===== src/include/dtc_pkg.sv =====
// Constants and carrier types for the on-die termination controller.
// Assumes one 250 MHz command clock and mode fields held static by the mode register logic.
package dtc_pkg;

    localparam int CLK_PERIOD_PS = 4000;

    // Skew of the strength change in thousandths of a clock; the analog driver places it.
    localparam int TERM_CHANGE_SKEW_MIN_PERMILLE = 300;
    localparam int TERM_CHANGE_SKEW_NOM_PERMILLE = 500;
    localparam int TERM_CHANGE_SKEW_MAX_PERMILLE = 700;

    localparam int ASYNC_TERM_ON_TIME_PS    = 8000;
    localparam int ASYNC_TERM_OFF_TIME_PS   = 8000;
    localparam int REFRESH_CYCLE_TIME_PS    = 160000;
    localparam int PD_EXIT_DLL_DELAY_PS     = 24000;
    localparam int PD_ENTRY_CMD_DELAY_CK    = 1;

    localparam int ASYNC_ON_CYC  = (ASYNC_TERM_ON_TIME_PS + CLK_PERIOD_PS - 1) / CLK_PERIOD_PS;
    localparam int ASYNC_OFF_CYC = (ASYNC_TERM_OFF_TIME_PS + CLK_PERIOD_PS - 1) / CLK_PERIOD_PS;
    localparam int RFC_CYC       = (REFRESH_CYCLE_TIME_PS + CLK_PERIOD_PS - 1) / CLK_PERIOD_PS;
    localparam int XPDLL_CYC     = (PD_EXIT_DLL_DELAY_PS + CLK_PERIOD_PS - 1) / CLK_PERIOD_PS;
    localparam int CPDED_CYC     = PD_ENTRY_CMD_DELAY_CK;

    localparam int TERM_HOLD_MIN_SHORT         = 4;
    localparam int TERM_HOLD_MIN_LONG          = 6;
    localparam int WRITE_TO_NOM_EXTRA_CHOP4    = 4;
    localparam int WRITE_TO_NOM_EXTRA_BURST8   = 6;
    localparam int TERM_LATENCY_OFFSET         = 2;
    localparam int PD_TRANSITION_LEAD_OFFSET   = 1;

    localparam int DLY_DEPTH = 32;
    localparam int DLY_IDX_W = 5;
    localparam int CNT_W     = 8;
    localparam logic [CNT_W-1:0] CNT_MAX = 8'hff;

    typedef struct packed {
        logic wr;
        logic bc4;
        logic refresh;
    } dtc_cmd_type;

    typedef struct packed {
        logic [3:0] write_latency;
        logic [3:0] additive_latency;
        logic [2:0] nominal_termination_value;
        logic [1:0] write_termination_value;
        logic       pd_dll_freeze_bit;
    } dtc_mode_type;

    typedef enum logic [3:0] {
        ST_SYNC  = 4'b0001,
        ST_ENTRY = 4'b0010,
        ST_ASYNC = 4'b0100,
        ST_EXIT  = 4'b1000
    } dtc_state_type;

    function automatic logic [DLY_IDX_W-1:0] dtc_tap(input logic [DLY_IDX_W:0] cycles);
        logic [DLY_IDX_W:0] t;
        t = (cycles > 6'(TERM_LATENCY_OFFSET)) ? cycles - 6'(TERM_LATENCY_OFFSET) : 6'h00;
        return t[DLY_IDX_W-1:0];
    endfunction : dtc_tap

    function automatic logic [DLY_IDX_W:0] dtc_term_latency(input dtc_mode_type m);
        return 6'(m.write_latency) + 6'(m.additive_latency) - 6'(TERM_LATENCY_OFFSET);
    endfunction : dtc_term_latency

endpackage : dtc_pkg


===== src/core/dtc_delay_line.sv =====
// Tapped shift register used to time termination events.
// Assumes the tap index stays below the depth; output stage index tap is read directly.
module dtc_delay_line
    import dtc_pkg::*;
#(
    parameter int W = 1
)
(
    input  wire logic                 clk,
    input  wire logic                 resetn,
    input  wire logic [W-1:0]         din,
    input  wire logic [DLY_IDX_W-1:0] tap,
    output logic      [W-1:0]         dout
);

    logic [W-1:0] pipe_reg [DLY_DEPTH];

    always_ff @(posedge clk or negedge resetn)
    begin
        if (!resetn)
        begin
            for (int i = 0; i < DLY_DEPTH; i++)
            begin
                pipe_reg[i] <= '0;
            end
        end
        else
        begin
            pipe_reg[0] <= din;
            for (int i = 1; i < DLY_DEPTH; i++)
            begin
                pipe_reg[i] <= pipe_reg[i-1];
            end
        end
    end

    assign dout = pipe_reg[tap];

endmodule : dtc_delay_line


===== src/core/dtc_term_ctrl.sv =====
// On-die termination control: pin timing, dynamic write strength and power-down modes.
// Assumes cmd comes from the device's command decoder on clk; the pin and CKE are asynchronous.
module dtc_term_ctrl
    import dtc_pkg::*;
(
    input  wire logic         clk,
    input  wire logic         resetn,
    input  wire logic         odt_pin,
    input  wire logic         cke_pin,
    input  wire dtc_cmd_type  cmd,
    input  wire dtc_mode_type mode,
    input  wire logic         all_banks_idle,
    output logic              term_on,
    output logic              term_write_sel,
    output logic [2:0]        term_code,
    output logic              async_mode,
    output logic              trans_window
);

    logic          odt_s1_reg, odt_s2_reg, odt_s3_reg;
    logic          cke_s1_reg, cke_s2_reg, cke_s3_reg;
    dtc_cmd_type   cmd_d1_reg, cmd_d2_reg;
    dtc_state_type state_reg;
    logic [CNT_W-1:0] win_cnt_reg, rfc_cnt_reg;
    logic [2:0]    hold_cnt_reg;
    logic          freeze_pd_reg;
    logic          term_on_reg, term_write_sel_reg;
    logic [2:0]    term_code_reg;
    logic          use_async;
    logic          dyn_en;
    logic          cke_fall, cke_rise;
    logic [DLY_IDX_W:0]   lat;
    logic [DLY_IDX_W-1:0] odt_tap;
    logic          odt_dly;
    logic [1:0]    wr_dly;

    assign lat      = dtc_term_latency(mode);
    assign dyn_en   = |mode.write_termination_value;
    assign cke_fall = cke_s3_reg & ~cke_s2_reg;
    assign cke_rise = ~cke_s3_reg & cke_s2_reg;
    assign use_async = (state_reg == ST_ASYNC) || ((state_reg == ST_EXIT) && freeze_pd_reg);

    // Pins are synchronised; commands are delayed by the same two cycles to stay aligned.
    always_ff @(posedge clk or negedge resetn)
    begin
        if (!resetn)
        begin
            odt_s1_reg <= 1'b0;
            odt_s2_reg <= 1'b0;
            odt_s3_reg <= 1'b0;
            cke_s1_reg <= 1'b0;
            cke_s2_reg <= 1'b0;
            cke_s3_reg <= 1'b0;
            cmd_d1_reg <= '0;
            cmd_d2_reg <= '0;
        end
        else
        begin
            odt_s1_reg <= odt_pin;
            odt_s2_reg <= odt_s1_reg;
            odt_s3_reg <= odt_s2_reg;
            cke_s1_reg <= cke_pin;
            cke_s2_reg <= cke_s1_reg;
            cke_s3_reg <= cke_s2_reg;
            cmd_d1_reg <= cmd;
            cmd_d2_reg <= cmd_d1_reg;
        end
    end

    // The asynchronous path skips the additive latency and uses its own on and off times.
    always_comb
    begin
        if (use_async)
        begin
            odt_tap = term_on_reg ? dtc_tap(6'(ASYNC_OFF_CYC)) : dtc_tap(6'(ASYNC_ON_CYC));
        end
        else
        begin
            odt_tap = dtc_tap(lat);
        end
    end

    dtc_delay_line #(
        .W      (1)
    ) u_odt_dly (
        .clk    (clk),
        .resetn (resetn),
        .din    (odt_s2_reg),
        .tap    (odt_tap),
        .dout   (odt_dly)
    );

    dtc_delay_line #(
        .W      (2)
    ) u_wr_dly (
        .clk    (clk),
        .resetn (resetn),
        .din    ({cmd_d2_reg.wr & dyn_en, cmd_d2_reg.bc4}),
        .tap    (dtc_tap(lat)),
        .dout   (wr_dly)
    );

    // Only the pin path may switch termination on or off; writes change strength alone.
    always_ff @(posedge clk or negedge resetn)
    begin
        if (!resetn)
        begin
            term_on_reg <= 1'b0;
        end
        else
        begin
            term_on_reg <= odt_dly;
        end
    end

    always_ff @(posedge clk or negedge resetn)
    begin
        if (!resetn)
        begin
            term_write_sel_reg <= 1'b0;
            hold_cnt_reg       <= 3'h0;
        end
        else if (wr_dly[1])
        begin
            term_write_sel_reg <= 1'b1;
            hold_cnt_reg <= wr_dly[0] ? 3'(WRITE_TO_NOM_EXTRA_CHOP4)
                                      : 3'(WRITE_TO_NOM_EXTRA_BURST8);
        end
        else if (hold_cnt_reg != 3'h0)
        begin
            hold_cnt_reg <= hold_cnt_reg - 3'h1;
            if (hold_cnt_reg == 3'h1)
            begin
                term_write_sel_reg <= 1'b0;
            end
        end
    end

    // The flop launches the new strength at the latency edge; the driver centres it in the skew.
    always_ff @(posedge clk or negedge resetn)
    begin
        if (!resetn)
        begin
            term_code_reg <= 3'h0;
        end
        else if (!odt_dly)
        begin
            term_code_reg <= 3'h0;
        end
        else if (wr_dly[1] || (term_write_sel_reg && hold_cnt_reg != 3'h1))
        begin
            term_code_reg <= {1'b0, mode.write_termination_value};
        end
        else
        begin
            term_code_reg <= mode.nominal_termination_value;
        end
    end

    always_ff @(posedge clk or negedge resetn)
    begin
        if (!resetn)
        begin
            rfc_cnt_reg <= '0;
        end
        else if (cmd_d2_reg.refresh)
        begin
            rfc_cnt_reg <= CNT_W'(RFC_CYC);
        end
        else if (rfc_cnt_reg != '0)
        begin
            rfc_cnt_reg <= rfc_cnt_reg - 8'h01;
        end
    end

    // Inside a window either timing is legal, so entry keeps sync and exit keeps async while freeze_pd_reg is set.
    always_ff @(posedge clk or negedge resetn)
    begin
        if (!resetn)
        begin
            state_reg     <= ST_SYNC;
            win_cnt_reg   <= '0;
            freeze_pd_reg <= 1'b0;
        end
        else
        begin
            if (win_cnt_reg != '0)
            begin
                win_cnt_reg <= win_cnt_reg - 8'h01;
            end
            unique case (state_reg)
                ST_SYNC:
                begin
                    if (cke_fall)
                    begin
                        state_reg     <= ST_ENTRY;
                        win_cnt_reg   <= CNT_W'(CPDED_CYC);
                        freeze_pd_reg <= all_banks_idle & ~mode.pd_dll_freeze_bit;
                    end
                end
                ST_ENTRY:
                begin
                    if (cke_rise)
                    begin
                        state_reg   <= ST_EXIT;
                        win_cnt_reg <= CNT_W'(XPDLL_CYC);
                    end
                    else if (win_cnt_reg <= 8'h01 && rfc_cnt_reg <= 8'h01)
                    begin
                        state_reg <= freeze_pd_reg ? ST_ASYNC : ST_SYNC;
                    end
                end
                ST_ASYNC:
                begin
                    if (cke_rise)
                    begin
                        state_reg   <= ST_EXIT;
                        win_cnt_reg <= CNT_W'(XPDLL_CYC);
                    end
                end
                ST_EXIT:
                begin
                    if (cke_fall)
                    begin
                        state_reg   <= ST_ENTRY;
                        win_cnt_reg <= CNT_W'(CPDED_CYC);
                    end
                    else if (win_cnt_reg <= 8'h01)
                    begin
                        state_reg <= ST_SYNC;
                    end
                end
            endcase
        end
    end

    assign term_on        = term_on_reg;
    assign term_write_sel = term_write_sel_reg;
    assign term_code      = term_code_reg;
    assign async_mode     = use_async;
    assign trans_window   = freeze_pd_reg && (state_reg == ST_ENTRY || state_reg == ST_EXIT);

    // Cycles since the synchronised pin last rose or fell, read only by the checks below.
    logic [CNT_W-1:0] age_on_reg, age_off_reg;

    always_ff @(posedge clk or negedge resetn)
    begin
        if (!resetn)
        begin
            age_on_reg  <= CNT_MAX;
            age_off_reg <= CNT_MAX;
        end
        else
        begin
            age_on_reg  <= (odt_s2_reg && !odt_s3_reg) ? 8'h01
                         : (age_on_reg != CNT_MAX) ? age_on_reg + 8'h01 : age_on_reg;
            age_off_reg <= (!odt_s2_reg && odt_s3_reg) ? 8'h01
                         : (age_off_reg != CNT_MAX) ? age_off_reg + 8'h01 : age_off_reg;
        end
    end

    property p_wr_sel_burst8;
        @(posedge clk) disable iff (!resetn)
        (wr_dly == 2'b10) |=> term_write_sel [*6];
    endproperty
    a_wr_sel_burst8: assert property (p_wr_sel_burst8)
        else $error("write strength not held six cycles");

    property p_wr_sel_chop4;
        @(posedge clk) disable iff (!resetn)
        (wr_dly == 2'b11) |=> term_write_sel [*4] ##1 (!term_write_sel || $past(wr_dly[1], 4));
    endproperty
    a_wr_sel_chop4: assert property (p_wr_sel_chop4)
        else $error("chop write strength window wrong");

    property p_wr_sel_latency;
        @(posedge clk) disable iff (!resetn)
        (cmd_d2_reg.wr && dyn_en && $stable(mode) && lat == 6'd6) |-> ##6 term_write_sel;
    endproperty
    a_wr_sel_latency: assert property (p_wr_sel_latency)
        else $error("write strength not selected at latency");

    property p_nominal_code;
        @(posedge clk) disable iff (!resetn)
        (term_on && !term_write_sel && $stable(mode)) |-> term_code == mode.nominal_termination_value;
    endproperty
    a_nominal_code: assert property (p_nominal_code)
        else $error("nominal strength not applied");

    property p_sync_on_latency;
        @(posedge clk) disable iff (!resetn)
        ($rose(term_on) && state_reg == ST_SYNC && $stable(mode)) |-> age_on_reg == 8'(lat);
    endproperty
    a_sync_on_latency: assert property (p_sync_on_latency)
        else $error("termination on at wrong latency");

    property p_sync_off_latency;
        @(posedge clk) disable iff (!resetn)
        ($fell(term_on) && state_reg == ST_SYNC && $stable(mode)) |-> age_off_reg == 8'(lat);
    endproperty
    a_sync_off_latency: assert property (p_sync_off_latency)
        else $error("termination off at wrong latency");

    property p_entry_start;
        @(posedge clk) disable iff (!resetn)
        (state_reg == ST_SYNC && cke_fall) |=> state_reg == ST_ENTRY;
    endproperty
    a_entry_start: assert property (p_entry_start)
        else $error("entry window not opened");

    property p_refresh_extends;
        @(posedge clk) disable iff (!resetn)
        (state_reg == ST_ENTRY && rfc_cnt_reg > 8'h01) |=> state_reg inside {ST_ENTRY, ST_EXIT};
    endproperty
    a_refresh_extends: assert property (p_refresh_extends)
        else $error("entry window closed during refresh");

    property p_exit_start;
        @(posedge clk) disable iff (!resetn)
        (state_reg == ST_ASYNC && cke_rise) |=> state_reg == ST_EXIT ##1 async_mode;
    endproperty
    a_exit_start: assert property (p_exit_start)
        else $error("exit window not opened");

endmodule : dtc_term_ctrl


===== config.mk =====
export PLATFORM = sky130hd
export DESIGN_NAME = dtc_term_ctrl
export DESIGN_NICKNAME = d
export VERILOG_FILES = /design/src/include/dtc_pkg.sv /design/src/core/dtc_delay_line.sv /design/src/core/dtc_term_ctrl.sv
export SDC_FILE = /design/constraint.sdc
export NUM_CORES = 1
export LEC_CHECK = 0
export ABC_AREA = 0
export BUFFER_PORTS_ARGS = -buffer_cell sky130_fd_sc_hd__buf_2
export CELL_PAD_IN_SITES_DETAIL_PLACEMENT = 0
export CELL_PAD_IN_SITES_GLOBAL_PLACEMENT = 1
export CORE_UTILIZATION = 50
export DETAILED_ROUTE_END_ITERATION = 16
export PLACE_DENSITY_LB_ADDON = 0.1
export SYNTH_ARGS = -nofsm -noshare
export SYNTH_HDL_FRONTEND = slang
export SYNTH_SLANG_ARGS = --single-unit

===== constraint.sdc =====
create_clock -name clk -period 2.9 [get_ports clk]
set_input_delay 0 -clock clk [delete_from_list [all_inputs] [get_ports clk]]
set_output_delay 0 -clock clk [all_outputs]
set_load 0.05 [all_outputs]

; ---- Word-level counts from Yosys, hierarchy flattened
; Index checks and enable logic that the tools add are counted.
[totals]
output_inout_bits = 7
latch_bits = 0
memories = 0
mem_bits_rw = 0
romBits = 0
ff_bits = 136
input_bits = 22
[classes]
n_mux = 30
n_div = 0
n_mul = 0
n_reduce_logical = 19
addsub = 6
bitwise_logic = 9
eq_ne = 10
shift = 0
magnitude_cmp = 5
[ops]
columns = operator, n
row1 = two-way mux 8 bit, 5
row2 = two-way mux 4 bit, 6
row3 = <= comparator 8 x 1 -> 1 bit (second input constant), 2
row4 = case mux 4 bit (4 select lines), 1
row5 = case mux 8 bit (2 select lines), 1
row6 = nonzero test 8 bit, 2
row7 = subtractor 8 x 1 -> 8 bit (second input constant), 2
row8 = two-way mux 3 bit, 5
row9 = >= comparator 6 bit (second input constant), 2
row10 = inverter 5 -> 6 bit, 2
row11 = binary-select mux 2 bit (select 5 bit), 1
row12 = two-way mux 5 bit, 2
row13 = greater-than comparator 6 x 2 -> 1 bit (second input constant), 1
row14 = two-way mux 2 bit, 3
row15 = inequality test 3 bit (second input constant), 2
row16 = nonzero test 2 bit, 3
row17 = OR reduction 2 bit, 3
row18 = subtractor 5 x 2 -> 6 bit (second input constant), 1
row19 = adder 4 x 4 -> 5 bit, 1
row20 = binary-select mux 1 bit (select 5 bit), 1
row21 = two-way mux 1 bit, 5
row22 = subtractor 5 x 2 -> 5 bit (second input constant), 1
row23 = AND 1 bit, 4
row24 = equality test 4 x 1 -> 1 bit (second input constant), 1
row25 = other kinds (13), 22

; ---- Logic depth before layout (Yosys ltp)
; Gate-level depths: netlist of the first run.
[depth]
ltp_word = 11
depth_mapped = 16
ltp_nobuf = 15

; ---- By module
; A second synthesis of the first run with hierarchy kept.
[hier_totals]
cells_unflattened = 434
hier_area_um2 = 5570.3
[modules_own_cells]
columns = mod, instances, area_each_um2, cells_per_inst, seq_area_each_um2
row1 = dtc_term_ctrl, 1, 2232.1, 225, 1002.2
row2 = dtc_delay_line at u_wr_dly, 1, 2212.1, 136, 1601.5
row3 = dtc_delay_line at u_odt_dly, 1, 1126.1, 73, 800.8

; ---- Worst setup path before layout of the first run
; Ideal clock, no wire load.
[synth_timing]
path_type = input to register
from = in mode[7] in the netlist's numbering
to = reg term_code_reg[0] (netlist: term_code[0])
setup_ns = 0.128
cell_stages = 15
path_slack_ns = -0.190
n_path_buf = 1
arrival_ns = 2.963
cell_sequence = inv_1 > ha_1 > inv_1 > ha_1 > inv_1 > fa_1 > ha_1 > buf_1 > mux4_2 > nand2_1 > nor3_1 > a311oi_1 > nand4_2 > mux2i_1 > nor2_1
[synth_between]
elab_chain_cells = 11
elab_cells_between_ends = 17
cone_classes = add/sub: 3 / order compare: 1 / mux: 10 / bitwise: 2 / reduce/logical: 1
[synth_lines]
columns = item, line_no
row1 = "start, declared", dtc_term_ctrl.sv:11  ; input wire dtc_mode_type mode,
row2 = adder 4 x 4 -> 5 bit *, dtc_pkg.sv:64  ; return 6'(m.write_latency) + 6'(m.additive_latency) - 6'(TERM_LATENCY_OFFSET);
row3 = subtractor 5 x 2 -> 6 bit *, dtc_pkg.sv:64
row4 = subtractor 5 x 2 -> 5 bit / greater-than comparator 6 x 2 -> 1 bit (equally long branches), dtc_pkg.sv:59  ; t = (cycles > 6'(TERM_LATENCY_OFFSET)) ? cycles - 6'(TERM_LATENCY_OFFSET) : 6'h00;
row5 = two-way mux 5 bit *, dtc_pkg.sv:59
row6 = inverter 5 -> 6 bit (not written as such), dtc_delay_line.sv:37  ; assign dout = pipe_reg[tap];
row7 = binary-select mux 2 bit (select 5 bit), dtc_delay_line.sv:37
row8 = two-way mux 2 bit (not written as such) (2 in series), dtc_delay_line.sv:37
row9 = logical OR 1 bit, dtc_term_ctrl.sv:150  ; else if (wr_dly[1] || (term_write_sel_reg && hold_cnt_reg != 3'h1))
row10 = two-way mux 3 bit, dtc_term_ctrl.sv:150
row11 = two-way mux 3 bit *, dtc_term_ctrl.sv:146  ; else if (!odt_dly)
row12 = "end signal, assigned", dtc_term_ctrl.sv:152  ; term_code_reg <= {1'b0, mode.write_termination_value};
row13 = "end signal, assigned", dtc_term_ctrl.sv:156  ; term_code_reg <= mode.nominal_termination_value;
row14 = "end, declared", dtc_term_ctrl.sv:28  ; logic [2:0] term_code_reg;
; Mark *: on every way between the ends. The rest lies on a longest branch, timed or not. The select of a mux whose other input is x is not followed.
; A chain may end at the register's enable or synchronous reset.

; ---- Worst setup path in the final report of the first run
[layout_timing]
from = in mode[7] in the netlist's numbering
to = reg term_code_reg[2] (netlist: term_code[2])
; Same word-level chain as after synthesis.

==> impl_metrics.yaml, run 1 <==
run_status:
  run_status: "completed"
timing:
  timing.max_slew.rel_slack_pct: 42.0
  timing.final.hold_violations: 0
  final_worst_path_cycle_share_pct: 94.5
  grt_setup_unrepaired: "no"
  hold_slack_ps: 227
  fin_setup_tns_ps: 0
  transition_time_of_the_tightest_slew_check_pin_ps: 870
  final_max_slew_violation_count: 0
  max_frequency_mhz: 365
  setup_viol: 0
  finalClockSkew_ps: 4.22
  min_period_ps: 2740
clock_network:
  root_buffer: "sky130_fd_sc_hd__clkbuf_16"
  cts.sinks: 136
  cts-buffers-inserted: 17
  clk_transition_reported_paths_ps: 60
  ctsLongestPathBuffers: 2
  tritoncts: "done"
  ctsHtreeMaxLevel: 4
  clk-insertion-delay-late_ps: 410
power_and_ir_drop:
  internal_power_mw: 4.45
  report.power.total_mw: 6.60
  pwr_density_nw_per_um2: 932
  netSwitchingFraction_pct: 32.6
  p_sw_mw: 2.15
  static-leakage-power_nw: 3.24
  power.share.clock_pct: 33.4
  seqPwrFrac_pct: 34.9
  largest_voltage_drop_on_the_vdd_net_uv: 674
  power_frac_comb_pct: 31.7
cells_and_area:
  insertedDiodeCount: 0
  max_ffs_per_register: 64
  drive_above_1_share_pct: 26.3
  syn2layout_area_growth_pct: 25.3
  design.final.nets: 585
  final_design_instance_area_without_fill_um2: 7080
synth:
  syn_nets: 491
  synth_edf_count: 0
  post-synth-top-area-fraction_pct: 59.8
  synth_sequential_area_ratio_pct: 60.3
  ys.warnings.count: 0
  yosys-top-cells-area: "sky130_fd_sc_hd__dfrtp_1 (60%), sky130_fd_sc_hd__ha_1 (3.5%), sky130_fd_sc_hd__mux4_2 (3.2%)"
  post-synth-top-area-cell: "sky130_fd_sc_hd__dfrtp_1"
  synth_cell_types: 73
  post_synth_most_frequent_cells: "sky130_fd_sc_hd__dfrtp_1 (135), sky130_fd_sc_hd__nor2_1 (36), sky130_fd_sc_hd__inv_1 (31)"
  synthMostInstantiatedCell: "sky130_fd_sc_hd__dfrtp_1"
  postSynth.asyncResetShare_pct: 100
  netlist_instances: 452
  postSynth.topFlopCell: "sky130_fd_sc_hd__dfrtp_1"
  postSynthAreaPerCell_um2: 12.5
  yosys_register_bits: 136
  post_synth_instance_area_um2: 5650
flow_run:
  max_cap_violations: 0
global_route:
  grt_pass1_vias: 3835
  grt_pass1_wl_um: 19700
  grt_antenna_before_repair: 0
  globalRouteTotalUtil_pct: 22.7
  grt_max_degree: 99
  overflow: 0
worst_setup_path:
  critPathSlowestCell: "sky130_fd_sc_hd__fa_2"
  worst-r2r-setup-slack_ps: 230
  max_stage_delay_ps: 620
  critical_path.reg2reg.endpoint: "term_code[0]$_DFF_PN0_"
  critical_path_arrival_ps: 3070
  worstRegToRegCells: 8
  timing.critical_path.fanout_max: 10
  crit_chain: "buf_2 > inv_1 > ha_1 > inv_1 > ha_2 > inv_1 > fa_2 > buf_4 > o2111a_2 > o21a_4 > buf_12 > nor2_4 > a2111oi_2 > a211o_2 > a41oi_2 > nor3b_2"
  r2r_start: "state_reg[3]$_DFFE_PN0P_"
  critical_path.endpoint_type: "register"
  worst_ep_required_time_ps: 3230
  critical-path-top-cell-by-count: "sky130_fd_sc_hd__inv_1"
  crit_path_start_kind: "primary input"
  worstSetupPathType: "in2reg"
floorplan:
  io_pins: 29
  num_rows: 38
  die_h_um: 108
  core_region_area_um2: 10900
  design.die.area_um2: 11700
  floorplan.initialDensity_pct: 51.6
  die_width_um: 108
placement:
  gp_congestion: 0.903
  port_buffer_cells: 28
  detail_placement_hpwl_um: 8190
  postPlaceCellArea_um2: 6230
routing:
  route.vias.total: 3840
  avgViaCountPerCell: 5.49
  drt-initial-drc-count: 255
  detail_route.drc_violations: 0
  drt.antenna.violating_nets: 0
  postRouteWirelength_um: 12000
  drt_first_pass_iters: 5
  wire_per_inst_um: 17.2
worst_hold_path:
  worst_min_path_class: "in2async"
placed cells by master (no fill, tap or decap), types with 4 or more instances in the layout:
cell type	netlist	final
sky130_fd_sc_hd__dfrtp_1	135	135
sky130_fd_sc_hd__nor3_1	9	8
sky130_fd_sc_hd__mux2_2	4	4
sky130_fd_sc_hd__a311oi_1	4	4
sky130_fd_sc_hd__mux2i_1	17	17
sky130_fd_sc_hd__nand2_1	20	20
sky130_fd_sc_hd__nor2_1	36	36
sky130_fd_sc_hd__o21ai_0	12	12
sky130_fd_sc_hd__xnor2_1	9	9
sky130_fd_sc_hd__nand3b_1	4	4
sky130_fd_sc_hd__nand2b_1	8	8
sky130_fd_sc_hd__nor2b_1	4	4
sky130_fd_sc_hd__a2bb2oi_1	5	5
sky130_fd_sc_hd__buf_4	0	43
sky130_fd_sc_hd__mux4_2	8	8
sky130_fd_sc_hd__clkbuf_16	0	17
sky130_fd_sc_hd__inv_1	31	31
sky130_fd_sc_hd__nand3_1	8	7
sky130_fd_sc_hd__a31oi_1	4	4
sky130_fd_sc_hd__dlygate4sd3_1	0	14
sky130_fd_sc_hd__buf_2	3	27
sky130_fd_sc_hd__ha_1	16	14
sky130_fd_sc_hd__a21oi_1	23	23
sky130_fd_sc_hd__o211ai_1	4	4
sky130_fd_sc_hd__nor4_1	4	4
per-stage QoR:
| step | setup WS, ps | cells | util [%] |
|---|---|---|---|
| 6_report | 160 | 699 | 64.7 |
| 5_1_grt | 46.2 | 699 | 64.7 |
| 4_1_cts | 192 | 693 | 63.9 |
| 3_5_place_dp | -234 | 647 | 57.0 |
| 3_3_place_gp | -196 | 647 | 57.0 |
| 2_1_floorplan | 42.2 | 452 | - |
cell families (layout without fill, tap and decap cells):
logic type	Yosys count	in the layout	share of synthesized area (%)
buffers and inverters	44	151	3.28
adders and majority gates	17	17	3.90
and+or+nand+nor	122	122	11.5
muxes	29	29	7.00
DFF	136	136	60.3
AOI/OAI and AO/OA	91	91	11.7
xor gates and xnor gates	13	13	2.28
power groups by stage:
| stage | combinational [mW] | sequential, mW | clock (mW) |
|---|---|---|---|
| 6_report | 2.09 | 2.30 | 2.20 |
| 3_5_place_dp | 1.95 | 2.33 | 0 |
| 2_1_floorplan | 1.25 | 2.35 | 0 |
| 4_1_cts | 2.00 | 2.30 | 2.24 |
| 3_3_place_gp | 1.93 | 2.32 | 0 |
| 5_1_grt | 2.28 | 2.33 | 2.32 |
worst max path at each step:
stage	from	endpoint	slack (ps)	cells past startpoint
after floorplan	mode[7]	term_code[0]$_DFF_PN0_	40	16
after global placement	mode[7]	term_code[0]$_DFF_PN0_	-200	16
after detailed placement	mode[7]	term_code[0]$_DFF_PN0_	-230	16
after CTS	mode[7]	term_code[0]$_DFF_PN0_	190	16
after global routing	mode[7]	term_code[0]$_DFF_PN0_	50	17
final	mode[7]	term_code[2]$_DFF_PN0_	160	16
layer usage:
metal  share of wire (%)  vias to the layer above  global-route usage (%)
li1                    -                     1814                       -
met1                  48                     1907                    32.5
met2                  45                      100                    33.3
met3                 5.4                       19                    6.81
met4                 1.5                        0                    7.63
met5                   0                        -                       0
final cells by class:
| type | count | area [um2] |
|---|---|---|
| Timing Repair Buffer | 87 | 649 |
| Tap cell | 140 | 175 |
| Sequential cell | 136 | 3400 |
| Clock buffer | 21 | 470 |
| Inverter | 32 | 120 |
| Fill cell | 848 | 3860 |
| Multi-Input combinational cell | 272 | 2110 |
| Clock inverter | 11 | 146 |
critical path: cells and delay by family:
| kind | cells | cell delay (ps) |
|---|---|---|
| buffers and inverters | 6 | 490 |
| AND/OR/NAND/NOR | 2 | 280 |
| adder cells (fa/ha/maj) | 3 | 1070 |
| AO/OA/AOI/OAI | 5 | 1210 |
timing repair:
item / in CTS / in global routing
endpoints found under the setup margin: 0 / 4
buffers inserted: 0 / 6
hold buffers: 14 / 0
hold endpoints to repair: 106 / 0
resized for setup: 0 / 12
Note: power is estimated with default switching activity, not from simulation.
==> run 2, diff against run 1 <==
--- a/config.mk
+++ b/config.mk
@@ -9,7 +9,7 @@
 export BUFFER_PORTS_ARGS = -buffer_cell sky130_fd_sc_hd__buf_2
 export CELL_PAD_IN_SITES_DETAIL_PLACEMENT = 0
 export CELL_PAD_IN_SITES_GLOBAL_PLACEMENT = 1
-export CORE_UTILIZATION = 50
+export CORE_UTILIZATION = 30
 export DETAILED_ROUTE_END_ITERATION = 16
 export PLACE_DENSITY_LB_ADDON = 0.1
 export SYNTH_ARGS = -nofsm -noshare
==> run 2 against run 1 <==
Effect of this change:
- the run now ends with design-rule violations left
- wire length rose by 2.7%
- sequential cell count is the same
- sequential share of layout area is 0.55 points lower
- setup slack better by 110 ps
- first-iteration DRC count is 44% lower
- sequential power barely moved
- worst hold slack worse by 43 ps
- power shrank 2.9%
- combinational power barely moved
- die area up 65%
- critical path depth increased by 1
- clock power decreased by 7%
- critical path type unchanged
- highest routed layer unchanged
==> impl_metrics.yaml, run 2 (synthesis results as in run 1) <==
run_status:
  run_status: "finished, violations left"
  violations: "design-rule violations"
power_and_ir_drop:
  pwr_density_nw_per_um2: 895
  static-leakage-power_nw: 3.24
  largest_voltage_drop_on_the_vdd_net_uv: 411
cells_and_area:
  final_design_instance_area_without_fill_um2: 7160
  drive_above_1_share_pct: 26.1
  finish.utilization_pct: 39.3
  multiInputGateArea_um2: 2080
  seqCellArea_um2: 3400
  fillers: 1747
  mostFrequentLayoutCell: "sky130_fd_sc_hd__dfrtp_1"
  max_ffs_per_register: 64
  mostFrequentLayoutCells: "sky130_fd_sc_hd__dfrtp_1 (135), sky130_fd_sc_hd__buf_4 (47), sky130_fd_sc_hd__nor2_1 (36)"
  design.final.nets: 590
  insertedDiodeCount: 0
  syn2layout_area_growth_pct: 26.8
worst_setup_path:
  critical-path-top-cell-by-count: "sky130_fd_sc_hd__inv_1"
  critical_path.endpoint_type: "register"
  worst_ep_required_time_ps: 3190
  worst-r2r-setup-slack_ps: 310
  worstSetupPathType: "in2reg"
  worst_setup_path_startpoint: "mode[7]"
  crit_chain: "buf_2 > inv_1 > ha_1 > inv_1 > ha_1 > inv_1 > fa_1 > ha_4 > mux2i_1 > a21oi_1 > a31oi_1 > nor3_1 > a311oi_1 > buf_4 > nand4_2 > mux2i_1 > nor2_1"
  critPathSlowestCell: "sky130_fd_sc_hd__fa_1"
  timing.critical_path.buf_inv: 5
  r2r_start: "rfc_cnt_reg[4]$_DFFE_PN0P_"
  critical_path.reg2reg.endpoint: "state_reg[1]$_DFFE_PN0P_"
  critPathTopFamily: "adder cells"
  crit_path_start_kind: "primary input"
  timing.critical_path.fanout_max: 10
  critical_path_arrival_ps: 2920
  worstRegToRegCells: 8
  max_stage_delay_ps: 540
placement:
  postPlaceCellArea_um2: 6440
  gp_congestion: 0.753
  detail_placement_hpwl_um: 8580
  preCtsSetupSlack_ps: -183
  port_buffer_cells: 28
clock_network:
  tritoncts: "done"
  clk_transition_reported_paths_ps: 60
  cts-buffers-inserted: 17
  cts.sinks: 136
  ctsHtreeMaxLevel: 4
  clk-insertion-delay-late_ps: 420
  ctsLongestPathBuffers: 2
  root_buffer: "sky130_fd_sc_hd__clkbuf_16"
floorplan:
  die_h_um: 139
  core_region_area_um2: 18200
  io_pins: 29
  num_rows: 49
  die_width_um: 139
  design.die.area_um2: 19400
  floorplan.initialDensity_pct: 31.0
timing:
  fin_setup_tns_ps: 0
  final_worst_path_cycle_share_pct: 90.7
  min_period_ps: 2630
  timing.final.hold_violations: 0
  hold_slack_ps: 184
  finalClockSkew_ps: 7.55
  timing.max_slew.rel_slack_pct: 50.3
  transition_time_of_the_tightest_slew_check_pin_ps: 745
  finalWorstSetupSlack_ps: 269
  grt_setup_unrepaired: "no"
  setup_viol: 0
  final_max_slew_violation_count: 0
  max_frequency_mhz: 380
global_route:
  overflow: 0
  grt_pass1_wl_um: 20700
  grt_max_degree: 81
  globalRouteTotalUtil_pct: 14.0
  grt_antenna_before_repair: 0
  grt_pass1_vias: 3870
routing:
  route.vias.total: 3738
  avgViaCountPerCell: 4.71
  detail_route.drc_violations: 2
  drt.antenna.violating_nets: 0
  detail_route.wirelength.met1_um: 6410
  dr_wl_met3_um: 379
  topRoutingLayerUsed: "met4"
  met2_length_um: 5390
  drt-initial-drc-count: 144
  wire_per_inst_um: 15.6
  drt_first_pass_iters: 11
  postRouteWirelength_um: 12400
flow_run:
  max_cap_violations: 0
worst_hold_path:
  worst_min_path_class: "in2async"
run 2: cell types whose count changed in the layout (fill, tap and decap cells not counted), moves of 2 or more:
| cell | change |
|---|---|
| sky130_fd_sc_hd__bufinv_16 | -2 |
| sky130_fd_sc_hd__a211oi_2 | -2 |
| sky130_fd_sc_hd__buf_4 | +4 |
| sky130_fd_sc_hd__a211oi_1 | +2 |
| sky130_fd_sc_hd__clkbuf_8 | -2 |
| sky130_fd_sc_hd__inv_6 | +2 |
| sky130_fd_sc_hd__clkinv_4 | +2 |
run 2: how the worst max path moves through the flow:
| stage | to | slack (ps) | cells after the start |
|---|---|---|---|
| after detailed placement | term_code[1]$_DFF_PN0_ | -180 | 14 |
| final | term_code[1]$_DFF_PN0_ | 270 | 17 |
| after floorplan | term_code[0]$_DFF_PN0_ | 40 | 16 |
| after CTS | term_code[1]$_DFF_PN0_ | 240 | 16 |
| after global placement | term_code[2]$_DFF_PN0_ | -170 | 16 |
| after global routing | term_code[1]$_DFF_PN0_ | 2 | 17 |
run 2: area by class of cell:
cell class	instances	share of cell area, %
clock buffers	19	6.18
clock inverters	13	1.73
inverters	32	1.68
multi-input cells	272	29.1
flip-flops and latches	136	47.5
well taps	229	4.00
repair buffers	92	9.77
run 2: metal layers:
metal,vias up,global-route usage (%)
met5,-,0
met4,0,5.32
met3,13,3.89
met2,51,20.3
met1,1852,19.9
li1,1822,-
run 2: repair_timing:
item	CTS	global route
resized for setup	0	1
setup buffers	0	1
hold buffers	14	0
setup endpoints to repair	0	2
hold endpoints to repair	88	0
run 2: worst reg2reg max path, cell delays in order (launching register included):
cell and delay, ps:
sky130_fd_sc_hd__dfrtp_1 410, sky130_fd_sc_hd__or2_1 270, sky130_fd_sc_hd__or4_1 470, sky130_fd_sc_hd__nor4b_1 370, sky130_fd_sc_hd__a2bb2oi_1 290, sky130_fd_sc_hd__o21ai_1 200
sky130_fd_sc_hd__o32a_1 310, sky130_fd_sc_hd__nor2_1 90, sky130_fd_sc_hd__a21oi_1 50
run 2: metrics by stage:
| step | power, mW | cells |
|---|---|---|
| after CTS | 6.47 | 792 |
| final | 6.41 | 793 |
| after global placement | 4.35 | 746 |
| after detailed placement | 4.35 | 746 |
| after floorplan | 3.60 | 452 |
| after global routing | 6.81 | 793 |
run 2: power breakdown:
group	internal, mW	leakage (nW)	switching [mW]
Sequential	2.12	1.62	0.171
Combinational	0.919	1.34	1.15
Clock	1.21	0.270	0.837
Total	4.25	3.24	2.16
